===== config.mk =====
export PLATFORM = sky130hd
export DESIGN_NAME = ccr_bank
export DESIGN_NICKNAME = d
export VERILOG_FILES = /design/src/pkg/ccr_pkg.sv /design/src/hw/ccr_bank.sv
export SDC_FILE = /design/constraint.sdc
export NUM_CORES = 2
export LEC_CHECK = 0
export ABC_AREA = 0
export BUFFER_PORTS_ARGS = -buffer_cell sky130_fd_sc_hd__buf_2
export CAP_MARGIN = 20
export CORE_ASPECT_RATIO = 1.25
export CORE_MARGIN = 5
export CORE_UTILIZATION = 25
export DETAILED_ROUTE_END_ITERATION = 7
export SLEW_MARGIN = 20
export SYNTH_ARGS = -nofsm -noshare
export SYNTH_HDL_FRONTEND = slang
export SYNTH_SLANG_ARGS = --single-unit

===== constraint.sdc =====
create_clock -name ref_clk -period 5.07 [get_ports ref_clk]
set_input_delay 0.507 -clock ref_clk [delete_from_list [all_inputs] [get_ports ref_clk]]
set_output_delay 0.507 -clock ref_clk [all_outputs]
set_load 0.01 [all_outputs]

===== src/pkg/ccr_pkg.sv =====
// Package for the control register bank: offsets, fields and types.
package ccr_pkg;

   // =====================================================================
   // Control register numbers.
   // =====================================================================
   localparam logic [4:0] CR_RECOVERY = 5'h00;
   localparam logic [4:0] CR_COPROC = 5'h0a;
   localparam logic [4:0] CR_SHIFT = 5'h0b;
   localparam logic [4:0] CR_IVB = 5'h0e;
   localparam logic [4:0] CR_EXT_MASK = 5'h0f;
   localparam logic [4:0] CR_TIMER = 5'h10;
   localparam logic [4:0] CR_IAQ = 5'h12;
   localparam logic [4:0] CR_IIR = 5'h13;
   localparam logic [4:0] CR_IOR = 5'h15;
   localparam logic [4:0] CR_IPSW = 5'h16;
   localparam logic [4:0] CR_EXT_REQ = 5'h17;
   localparam logic [4:0] CR_TEMP_FIRST = 5'h18;
   localparam logic [4:0] CR_TEMP_26 = 5'h1a;
   localparam logic [4:0] CR_TEMP_27 = 5'h1b;
   localparam logic [4:0] CR_TEMP_LAST = 5'h1f;

   // =====================================================================
   // Configuration register indices.
   // =====================================================================
   localparam logic [2:0] CFG_INTERNAL = 3'h0;
   localparam logic [2:0] CFG_TEST_A = 3'h1;
   localparam logic [2:0] CFG_TEST_B = 3'h2;
   localparam logic [2:0] CFG_MEM_FIRST = 3'h3;
   localparam logic [2:0] CFG_MEM_LAST = 3'h6;
   localparam logic [2:0] CFG_PC_DEBUG = 3'h7;

   // =====================================================================
   // Field positions and widths.
   // =====================================================================
   localparam int SHIFT_W = 5;
   localparam int COPROC_W = 8;
   localparam int EXT_REQ_W = 12;
   localparam int ICACHE_BIT = 0;
   localparam int DCACHE_BIT = 1;
   localparam logic [31:0] RESET_VALUE = 32'h0000_0000;

   // =====================================================================
   // Status word enables, a control access and its answer.
   // =====================================================================
   typedef struct packed {
      logic recovery_en;
      logic collect_en;
      logic unmask_en;
      logic secure_timer;
   } ccr_status_t;

   typedef struct packed {
      logic valid;
      logic write;
      logic privileged;
      logic [4:0] num;
      logic [31:0] wdata;
   } ccr_access_t;

   typedef struct packed {
      logic valid;
      logic trap;
      logic [31:0] rdata;
   } ccr_answer_t;

endpackage : ccr_pkg


===== src/hw/ccr_bank.sv =====
// Control register bank of the processor core with its side effects.
//
// How it works
// (RULE1) Recovery enable: decrement, trap on bit zero
// (RULE2) Collect interruption state only when enabled
// (RULE3) Unmask bit gates external, power, machine-check
// (RULE4) Registers zero and eight to thirty-one
// (RULE5) Numbers 8,9,12,13,17,20 are nonexistent
// (RULE6) Shift field five bits; coprocessor eight bits
// (RULE7) Shift register accessible at any privilege
// (RULE8) Timer open unless secure bit set
// (RULE9) Registers 26,27 readable by all, privileged write
// (RULE10) All other registers privileged access only
// (RULE11) Request bit 0 timer, bit 3 serial two
// (RULE12) Request bits 4..7 are PCI lines
// (RULE13) Bits 8..11 parallel, serial, DMA, counter
// (RULE14) Eight config registers; last via emulation port
// (RULE15) Config zero cache/burst/order; 3..6 memory settings
// (RULE16) Software never touches config one or two
// (RULE17) Instruction cache toggle invalidates instruction cache
// (RULE18) Data cache enable invalidates without write-back
// (RULE19) Data cache disable leaves entries untouched
// (RULE20) Software flushes data cache before disabling
// (RULE21) Read of nonexistent register returns zero
// (RULE22) Write to nonexistent register does nothing
// (RULE23) Unprivileged access traps, register unchanged
`timescale 1ns/1ps
`default_nettype none

module ccr_bank
(
   // Clock, reset and clock enable.
   input wire logic ref_clk,
   input wire logic rst_n,
   input wire logic clk_en,
   // Status word enables.
   input wire ccr_pkg::ccr_status_t status_in,
   // Control register access from the core.
   input wire ccr_pkg::ccr_access_t access_in,
   output ccr_pkg::ccr_answer_t answer_out,
   // Configuration register access from the core.
   input wire logic cfg_valid,
   input wire logic cfg_write,
   input wire logic [2:0] cfg_index,
   input wire logic [31:0] cfg_wdata,
   output logic [31:0] cfg_rdata,
   // Emulation port access to the program counter copy.
   input wire logic emu_write,
   input wire logic [31:0] emu_wdata,
   output logic [31:0] emu_rdata,
   // Interruption events and captured state.
   input wire logic interruption,
   input wire logic [31:0] int_addr,
   input wire logic [31:0] int_instr,
   input wire logic [31:0] int_offset,
   input wire logic [31:0] int_status,
   // Raw external request sources, bit per request.
   input wire logic [11:0] ext_sources,
   input wire logic power_fail,
   input wire logic mc_low,
   // Outputs toward the core.
   output logic recovery_trap,
   output logic ext_interrupt,
   output logic icache_inval,
   output logic dcache_inval,
   output logic [11:0] ext_requests
);

   // ====================================================================
   // Storage.
   // ====================================================================
   // General 32-bit control registers indexed by number.
   logic [31:0] cr_r [32];
   // Coprocessor and shift fields, narrow by design.
   logic [7:0] coproc_r;
   logic [4:0] shift_r;
   // Configuration registers; index 1 and 2 are not stored.
   logic [31:0] cfg_r [8];
   // Registered outputs.
   ccr_pkg::ccr_answer_t answer_r;
   logic [31:0] cfg_rdata_r;
   logic trap_r;
   logic ext_int_r;
   logic icache_inval_r;
   logic dcache_inval_r;

   // ====================================================================
   // Decode.
   // ====================================================================
   // True for numbers that hold state.
   function automatic logic is_present(input logic [4:0] n);
      is_present = (n == ccr_pkg::CR_RECOVERY) ||
         ((n >= 5'h08) && (n != 5'h08) && (n != 5'h09) && // RULE4
          (n != 5'h0c) && (n != 5'h0d) && (n != 5'h11) &&
          (n != 5'h14)); // RULE5
   endfunction : is_present

   // Whether this access has the privilege it needs.
   function automatic logic allowed(input ccr_pkg::ccr_access_t a,
                                    input logic secure);
      if (a.privileged)
         allowed = 1'b1;
      else if (a.num == ccr_pkg::CR_SHIFT)
         allowed = 1'b1; // RULE7
      else if (a.num == ccr_pkg::CR_TIMER)
         allowed = !secure; // RULE8
      else if ((a.num == ccr_pkg::CR_TEMP_26) ||
               (a.num == ccr_pkg::CR_TEMP_27))
         allowed = !a.write; // RULE9
      else
         allowed = 1'b0; // RULE10
   endfunction : allowed

   // Access decode.
   wire logic acc_ok = allowed(access_in, status_in.secure_timer);
   wire logic acc_live = access_in.valid && is_present(access_in.num);
   wire logic acc_wr = acc_live && acc_ok && access_in.write; // RULE22
   wire logic acc_trap = access_in.valid && !acc_ok; // RULE23
   // Recovery counter decrement and trap condition.
   wire logic rc_run = status_in.recovery_en; // RULE1
   wire logic rc_trap = rc_run && cr_r[ccr_pkg::CR_RECOVERY][0]; // RULE1
   // Interruption state capture.
   wire logic capture = interruption && status_in.collect_en; // RULE2
   // Masked external events.
   wire logic [11:0] pend = cr_r[ccr_pkg::CR_EXT_REQ][11:0] &
      cr_r[ccr_pkg::CR_EXT_MASK][11:0];
   wire logic ext_raw = status_in.unmask_en &&
      ((|pend) || power_fail || mc_low); // RULE3
   // Cache enable bits in configuration register zero.
   wire logic cfg0_wr = cfg_valid && cfg_write &&
      (cfg_index == ccr_pkg::CFG_INTERNAL);
   wire logic ic_old = cfg_r[0][ccr_pkg::ICACHE_BIT];
   wire logic dc_old = cfg_r[0][ccr_pkg::DCACHE_BIT];
   wire logic ic_new = cfg_wdata[ccr_pkg::ICACHE_BIT];
   wire logic dc_new = cfg_wdata[ccr_pkg::DCACHE_BIT];
   wire logic ic_toggle = cfg0_wr && (ic_old != ic_new); // RULE17
   wire logic dc_enable = cfg0_wr && !dc_old && dc_new; // RULE18
   // Read data for a control register.
   logic [31:0] rd_mux;
   always_comb
   begin
      // Nonexistent numbers read as zero.
      rd_mux = 32'h0000_0000; // RULE21
      if (access_in.num == ccr_pkg::CR_SHIFT)
         rd_mux = {27'h0000000, shift_r}; // RULE6
      else if (access_in.num == ccr_pkg::CR_COPROC)
         rd_mux = {24'h000000, coproc_r}; // RULE6
      else if (is_present(access_in.num))
         rd_mux = cr_r[access_in.num];
   end

   // ====================================================================
   // Control registers.
   // ====================================================================
   // Per-register update with hardware effects; events apply on top of writes.
   genvar gi;
   generate
      for (gi = 0; gi < 32; gi++)
      begin : g_cr
         localparam logic [4:0] NUM = 5'(gi);
         logic [31:0] nxt;
         always_comb
         begin
            nxt = cr_r[gi];
            if (acc_wr && access_in.num == NUM)
               nxt = access_in.wdata;
            if (NUM == ccr_pkg::CR_RECOVERY && rc_run)
               nxt = nxt - 32'h0000_0001; // RULE1
            if (NUM == ccr_pkg::CR_TIMER)
               nxt = nxt + 32'h0000_0001;
            if (NUM == ccr_pkg::CR_EXT_REQ)
               nxt = {20'h00000, nxt[11:0] | ext_sources}; // RULE11 RULE12 RULE13
            if (capture)
            begin
               if (NUM == ccr_pkg::CR_IAQ)
                  nxt = int_addr; // RULE2
               if (NUM == ccr_pkg::CR_IIR)
                  nxt = int_instr;
               if (NUM == ccr_pkg::CR_IOR)
                  nxt = int_offset;
               if (NUM == ccr_pkg::CR_IPSW)
                  nxt = int_status;
            end
         end
         always_ff @(posedge ref_clk or negedge rst_n)
         begin
            if (!rst_n)
               cr_r[gi] <= ccr_pkg::RESET_VALUE;
            else if (clk_en)
               cr_r[gi] <= nxt;
         end
      end
   endgenerate

   // Narrow shift and coprocessor fields.
   always_ff @(posedge ref_clk or negedge rst_n)
   begin
      if (!rst_n)
      begin
         shift_r <= 5'h00;
         coproc_r <= 8'h00;
      end
      else if (clk_en && acc_wr)
      begin
         if (access_in.num == ccr_pkg::CR_SHIFT)
            shift_r <= access_in.wdata[4:0]; // RULE6
         if (access_in.num == ccr_pkg::CR_COPROC)
            coproc_r <= access_in.wdata[7:0]; // RULE6
      end
   end

   // ====================================================================
   // Configuration registers.
   // ====================================================================
   // Config 0 and 3..6 by the core, 7 only by the emulation port.
   always_ff @(posedge ref_clk or negedge rst_n)
   begin
      if (!rst_n)
      begin
         for (int i = 0; i < 8; i++)
            cfg_r[i] <= ccr_pkg::RESET_VALUE;
      end
      else if (clk_en)
      begin
         if (cfg_valid && cfg_write &&
             (cfg_index == ccr_pkg::CFG_INTERNAL ||
              (cfg_index >= ccr_pkg::CFG_MEM_FIRST &&
               cfg_index <= ccr_pkg::CFG_MEM_LAST)))
            cfg_r[cfg_index] <= cfg_wdata; // RULE15
         if (emu_write)
            cfg_r[ccr_pkg::CFG_PC_DEBUG] <= emu_wdata; // RULE14
      end
   end

   // ====================================================================
   // Registered answers and event outputs.
   // ====================================================================
   // Answer and event pulses register one cycle after the request.
   always_ff @(posedge ref_clk or negedge rst_n)
   begin
      if (!rst_n)
      begin
         answer_r <= '0;
         cfg_rdata_r <= 32'h0000_0000;
         trap_r <= 1'b0;
         ext_int_r <= 1'b0;
         icache_inval_r <= 1'b0;
         dcache_inval_r <= 1'b0;
      end
      else if (clk_en)
      begin
         answer_r.valid <= access_in.valid;
         answer_r.trap <= acc_trap; // RULE23
         answer_r.rdata <= (access_in.valid && acc_ok) ? rd_mux : 32'h0;
         // Core reads of index 1, 2 and 7 return zero.
         cfg_rdata_r <= (cfg_index == ccr_pkg::CFG_INTERNAL ||
            (cfg_index >= ccr_pkg::CFG_MEM_FIRST &&
             cfg_index <= ccr_pkg::CFG_MEM_LAST)) ?
            cfg_r[cfg_index] : 32'h0; // RULE16
         trap_r <= rc_trap; // RULE1
         ext_int_r <= ext_raw; // RULE3
         icache_inval_r <= ic_toggle; // RULE17
         // Disabling the data cache raises no invalidate.
         dcache_inval_r <= dc_enable; // RULE18 RULE19
      end
   end

   assign answer_out = answer_r;
   assign cfg_rdata = cfg_rdata_r;
   assign emu_rdata = cfg_r[ccr_pkg::CFG_PC_DEBUG];
   assign recovery_trap = trap_r;
   assign ext_interrupt = ext_int_r;
   assign icache_inval = icache_inval_r;
   assign dcache_inval = dcache_inval_r;
   assign ext_requests = cr_r[ccr_pkg::CR_EXT_REQ][11:0];

   // Request aims at temporary register 26 or 27.
   wire logic temp_num = (access_in.num == ccr_pkg::CR_TEMP_26) ||
      (access_in.num == ccr_pkg::CR_TEMP_27);
endmodule : ccr_bank

`default_nettype wire


# After elaboration in Yosys (flattened, before gate mapping)
# Index checks and enable logic that the tools add are counted.
[totals]
ff_bits = 1343
input_bits = 260
out_inout_bits = 114
[classes]
addsub = 2
order_cmp = 6
eq_ne = 38
muxes = 32
bitwise = 4
reduce_logical = 105
[ops]
columns = ["operator", "n"]
rows = [
  ["$mux W32", 23],
  ["$bwmux W256", 1],
  ["$bmux W32 S5", 1],
  ["$bmux W32 S3", 1],
  ["$demux W32 S3", 1],
  ["$eq A5 B5 Y1 const B", 16],
  ["$reduce_and A2 Y1", 33],
  ["$logic_and A1 B1 Y1", 55],
  ["$eq A5 B4 Y1 const B", 8],
  ["$add A32 B1 Y32 const B", 1],
  ["$sub A32 B1 Y32 const B", 1],
  ["$eq A5 B3 Y1 const B", 4],
  ["$ne A5 B4 Y1 const B", 4],
  ["$and A12 B12 Y12", 1],
  ["$mux W12", 1],
  ["$or A12 B12 Y12", 1],
  ["$reduce_or A12 Y1", 1],
  ["$eq A5 B2 Y1 const B", 2],
  ["$ne A5 B5 Y1 const B", 2],
  ["$reduce_bool A2 Y1", 5],
  ["$ge A6 B6 Y1 const B", 1],
  ["$not A5 Y6", 1],
  ["$eq A5 B1 Y1 const B", 1],
  ["$ge A5 B4 Y1 const B", 1],
  ["11 further kinds", 21],
]

# Logic depth before layout (Yosys ltp)
[depth]
ltp_word = 15
ltp_mapped = 20

# Worst setup path before layout
# OpenSTA, ideal clock, no wires.
[synth_path]
kind = "in2reg"
startpoint = "input access_in[33] (netlist name)"
endpoint = "register cr_r[510] (netlist name)"
arrival_time_ns = 4.588
path_slack_ns = 0.388
path_stages = 19
n_path_buf = 6
cell_sequence = "buf_2 or4_4 or2_0 buf_2 nor2_1 buf_2 buf_2 buf_2 nand2_1 nand2_1 ha_1 clkbuf_1 nand4_1 or4_1 nor3_1 a32oi_1 o31ai_1 a21oi_1 a211oi_1"
[synth_between]
elab_chain_len = 14
word_cells_on_any_way = 30
cone_classes = "1 x add/sub; 1 x order compare; 10 x eq/ne; 5 x mux; 13 x reduce/logical"
[synth_rtl]
columns = ["item", "line", "text"]
rows = [
  ["start: declaration", "ccr_bank.sv:39", "input wire ccr_pkg::ccr_access_t access_in,"],
  ["$ge A5 B4 Y1 or $ne A5 B4 Y1 (tied branches)", "ccr_bank.sv:93", "((n >= 5'h08) && (n != 5'h08) && (n != 5'h09) &&"],
  ["$logic_and A1 B1 Y1 (3 in series)", "ccr_bank.sv:93", ""],
  ["$logic_and A1 B1 Y1 (3 in series)", "ccr_bank.sv:94", "(n != 5'h0c) && (n != 5'h0d) && (n != 5'h11) &&"],
  ["$logic_or A1 B1 Y1", "ccr_bank.sv:92", "is_present = (n == ccr_pkg::CR_RECOVERY) ||"],
  ["$logic_and A1 B1 Y1", "ccr_bank.sv:116", "wire logic acc_live = access_in.valid && is_present(access_in.num);"],
  ["$logic_and A1 B1 Y1 (2 in series)", "ccr_bank.sv:117", "wire logic acc_wr = acc_live && acc_ok && access_in.write;"],
  ["$logic_and A1 B1 Y1 *", "ccr_bank.sv:165", "if (acc_wr && access_in.num == NUM)"],
  ["$mux W32 *", "ccr_bank.sv:165", ""],
  ["$add A32 B1 Y32 *", "ccr_bank.sv:170", "nxt = nxt + 32'h0000_0001;"],
  ["end signal: indexed assignment", "ccr_bank.sv:188", "cr_r[gi] <= ccr_pkg::RESET_VALUE;"],
  ["end signal: indexed assignment", "ccr_bank.sv:190", "cr_r[gi] <= nxt;"],
  ["end: declaration", "ccr_bank.sv:73", "logic [31:0] cr_r [32];"],
]
# Every way passes the cells marked *; elsewhere a longest branch is shown, timed or not.
# A chain may end at the register's enable or synchronous reset.

# Final worst setup path
[layout_path]
startpoint = "input access_in[32] (netlist name)"
endpoint = "register cr_r[1008] (netlist name)"
[layout_between]
elab_chain_len = 15
word_cells_on_any_way = 31
cone_classes = "1 x add/sub; 1 x order compare; 10 x eq/ne; 6 x mux; 13 x reduce/logical"
[layout_rtl]
columns = ["item", "line", "text"]
rows = [
  ["$ge A5 B4 Y1 or $ne A5 B4 Y1 (tied branches)", "ccr_bank.sv:93", ""],
  ["$logic_and A1 B1 Y1 (3 in series)", "ccr_bank.sv:93", ""],
  ["$logic_and A1 B1 Y1 (3 in series)", "ccr_bank.sv:94", ""],
  ["$logic_or A1 B1 Y1", "ccr_bank.sv:92", ""],
  ["$logic_and A1 B1 Y1", "ccr_bank.sv:116", ""],
  ["$logic_and A1 B1 Y1 (2 in series)", "ccr_bank.sv:117", ""],
  ["$logic_and A1 B1 Y1 *", "ccr_bank.sv:165", ""],
  ["$mux W32 *", "ccr_bank.sv:165", ""],
  ["$sub A32 B1 Y32", "ccr_bank.sv:168", "nxt = nxt - 32'h0000_0001;"],
  ["$mux W32 *", "ccr_bank.sv:167", "if (NUM == ccr_pkg::CR_RECOVERY && rc_run)"],
]
# Marked as above.

==> run_results.csv <==
group,metric,value,unit
run_status,status,"finished, final reports clean",
setup_path,cp.required,5720,ps
synth,ys.flop_type,"dfrtp_1",
synth,synth_top_area_share,55.48,%
floorplan,start_util,25.09,%
pwr,power_density,359.5,mW/mm²
global_routing,grt_pass1_wl,270400,µm
timing,clock_skew,39.86,ps
timing,tightest_slew,1231,ps
floorplan,die_h,547.1,µm
cts,insertion_delay,730,ps
cts,ctsHoldBuffers,35,
timing,rsz0062_at_grt,"no",
pwr,p_int,0.01743,W
cts,clock-sinks,1279,
routing,avgViaCountPerCell,4.791,
cts,cts_setup_buffers,0,
timing,max_clock_freq,266.9,MHz
floorplan,die_x,439.7,µm
synth,synthAdderAreaFrac,0.04338,%
routing,ant_nets,0,
layout,finish.instance_area,0.06571,mm²
floorplan,coreArea,0.2300,mm²
synth,syn_area_per_cell,12.40,µm²
synth,ys_warn_count,0,
pwr,ir_drop,0.0002583,V
setup_path,path_buf_inv,1,
global_routing,grt_max_degree,149,
synth,netlist_top_cells_area,"dfrtp_1, mux4_2, mux2_2, clkbuf_1, nor2_1",
synth,synthArstFlopShare,100.0,%
run,cap_violations,0,
timing,final-setup-viol-count,0,
placement,portBuffers,373,
global_routing,grt_pass1_vias,38604,
cts,cts_made_buffers,113,
synth,syn_inst,4654,
pwr,clkPwrFrac,39.3,%
setup_path,cp-start-kind,"input port",
routing,drt-total-wl,183900,µm
floorplan,rows,197,
setup_path,cp.arrival,4390,ps
cts,cts_buffer_depth,3,
synth,synth_cell_type_count,85,
cts,ctsResizeCount,0,
pwr,p_sw,0.006192,W
routing,route.detailed.drc,0,
synth,synth_compound_area_share,6.849,%
floorplan,pin_count,374,
timing,max-slew-margin-rel,17.95,%
synth,syn-cell-area,0.05769,mm²
synth,synth_xor_area_share,0.2125,%
timing,period_minus_slack,3747,ps
placement,placed_area,0.06133,mm²
pwr,swShare,26.21,%
min_path,hp-class,"in -> reg",
cts,clk_pin_slew_worst_paths,70,ps
setup_path,crit_family,"simple AND/OR/NAND/NOR gates",
setup_path,critPathSlowestCell,"or4b_2",
timing,finalMaxSlewViolations,0,
setup_path,crit_type,"in -> reg",
timing,setup_slack,1323,ps
synth,synth_top_family_by_area,"multiplexers",
timing,fin_crit_sh,73.90,%
routing,vias,36713,
routing,drtIter0Drc,3434,
timing,tns,0,ps
routing,routedWlPerCell,24.00,µm
setup_path,critPathCaptureType,"flop",
cts,htreeDepth,3,
layout,post-route-util,28.57,%
synth,yosys-mux-area-fraction,24.25,%
setup_path,cp_max_fo,29,
layout,num-nets-final,4722,
floorplan,die-area,0.2405,mm²
placement,hpwl,126000,µm
synth,synth_fp_nets,4916,
pwr,p_leak,29.65,nW
cts,root_buffer,"clkbuf_16",
routing,firstDrtPassIters,6,
pwr,seqPwrFrac,48.9,%
synth,synth_edf_count,0,
pwr,pwr-share-comb,11.8,%
synth,synth_top_area_cell,"dfrtp_1",
cts,cts_tree,"yes",
setup_path,slowest_delay,660,ps
global_routing,grt-ovfl-total,0,
layout,drive_gt1_share,34.29,%
synth,yosys.area_share.simple,7.224,%
synth,yosysSeqAreaShare,55.48,%
setup_path,crit_chain,"buf_8, or4_4, nor3_2, nand2_2, mux2i_1, ha_1, nand2_1, or4b_2, or3_4, a22oi_2, and2_2, o21ai_1, a221oi_2",
global_routing,grt_usage,14.95,%
timing,finalHoldViolations,0,
layout,syn_to_final_growth,13.90,%
global_routing,antenna_found_initial,62,
placement,routabilityCongestion,0.8615,
synth,synth_seq_cells,1279,
placement,dpl_worst_slack,636.3,ps
## per-stage QoR
stage / hold WS (ps) / power [W] / cells
after CTS: 0.009270 / 0.02386 / 7639
after global routing: 20.54 / 0.02456 / 7653
after global placement: 359.7 / 0.01442 / 7394
after detailed placement: 362.2 / 0.01452 / 7394
final: 42.29 / 0.02362 / 7663
after floorplan: 211.4 / 0.01328 / 4654
## cells in the mapped netlist (7+ instances only)
master / n
a22o_1: 8
o31ai_1: 8
inv_1: 35
nor4_1: 12
a21o_1: 8
xnor2_1: 10
a2111oi_0: 7
a31oi_1: 18
or2_2: 7
mux2i_1: 106
a221o_1: 10
clkbuf_1: 659
a21oi_1: 150
buf_2: 52
dfrtp_1: 1279
o2bb2ai_1: 31
mux2_2: 545
o22ai_1: 142
nor3_1: 42
nand4_1: 20
nand2_1: 335
a221oi_1: 34
mux4_2: 300
nor2b_1: 20
nand3_1: 35
nor2_1: 381
a211oi_1: 24
and3_1: 22
o21a_1: 9
o21ai_0: 98
buf_4: 44
buf_1: 54
or3_1: 27
## final timing paths
check / startpoint / endpoint / slack [ps] / cells past startpoint
max in group asynchronous: rst_n / cr_r[346] / 3120 / 3
hold / removal: emu_wdata[0] / emu_rdata[0] / 40 / 2
hold reg to reg: cr_r[854] / cr_r[854] / 370 / 0
min in group asynchronous: rst_n / cr_r[804] / 490 / 2
setup reg to reg: cr_r[992] / cr_r[1008] / 1760 / 9
setup / recovery: access_in[32] / cr_r[1008] / 1320 / 13
## worst register-to-register path: cells and delay by family, from the launching register on
| kind | cells | cell delay [ps] |
|---|---|---|
| and+or+nand+nor | 4 | 1470 |
| DFF | 1 | 500 |
| AOI/OAI and AO/OA | 3 | 780 |
| adders and majority gates | 1 | 220 |
| muxes | 1 | 290 |
## registers in the layout, indices dropped and copies added (netlist names)
signal         flops
shift_r            5
coproc_r           8
ext_interrupt      1
dcache_inval       1
ext_requests      12
cfg_rdata         32
cr_r             992
cfg_r            160
emu_rdata         32
recovery_trap      1
answer_out        34
icache_inval       1
## routing by layer
layer / vias to the layer above / part of all wire (%) / GRT usage (%)
met5: - / 0.055 / 0
met4: 16 / 6.0 / 8.313
met3: 363 / 5.9 / 2.671
met2: 1214 / 49 / 24.70
met1: 19204 / 40 / 18.50
li1: 15916 / - / -
## cells by family after synthesis
family | after synthesis
xor+xnor | 14
compound gates | 606
mux | 954
fa+ha+maj | 2
buf+inv | 848
flops | 1279
simple gates | 951
## layout make-up
| type | instances | area [µm²] |
|---|---|---|
| diodes | 24 | 60.06 |
| clock buffers | 160 | 3274 |
| clock inverters | 50 | 690.7 |
| fillers | 23204 | 164300 |
| inverters | 37 | 141.4 |
| multi-input cells | 2527 | 22440 |
| flip-flops and latches | 1279 | 32010 |
| well taps | 3084 | 3859 |
| repair buffers | 502 | 3236 |
## layout by cell type, fill, tap and decap left out, types with 98 or more instances in the layout
| master | netlist | routed |
|---|---|---|
| o21ai_0 | 98 | 98 |
| clkbuf_16 | 0 | 113 |
| mux2i_1 | 106 | 106 |
| dfrtp_1 | 1279 | 1279 |
| a21oi_1 | 150 | 150 |
| mux4_2 | 300 | 300 |
| o22ai_1 | 142 | 142 |
| nand2_1 | 335 | 331 |
| nor2_1 | 381 | 375 |
| mux2_2 | 545 | 545 |
| buf_2 | 52 | 367 |
## power groups by stage
stage | Clock [W] | Combinational, W | Sequential, W
2_1_floorplan | 0 | 0.00178 | 0.0115
3_3_place_gp | 0 | 0.00273 | 0.0117
3_5_place_dp | 0 | 0.00279 | 0.0117
4_1_cts | 0.00950 | 0.00282 | 0.0115
5_1_grt | 0.00988 | 0.00305 | 0.0116
6_report | 0.00927 | 0.00280 | 0.0115
No activity file was read; power rests on OpenSTA's default activity.
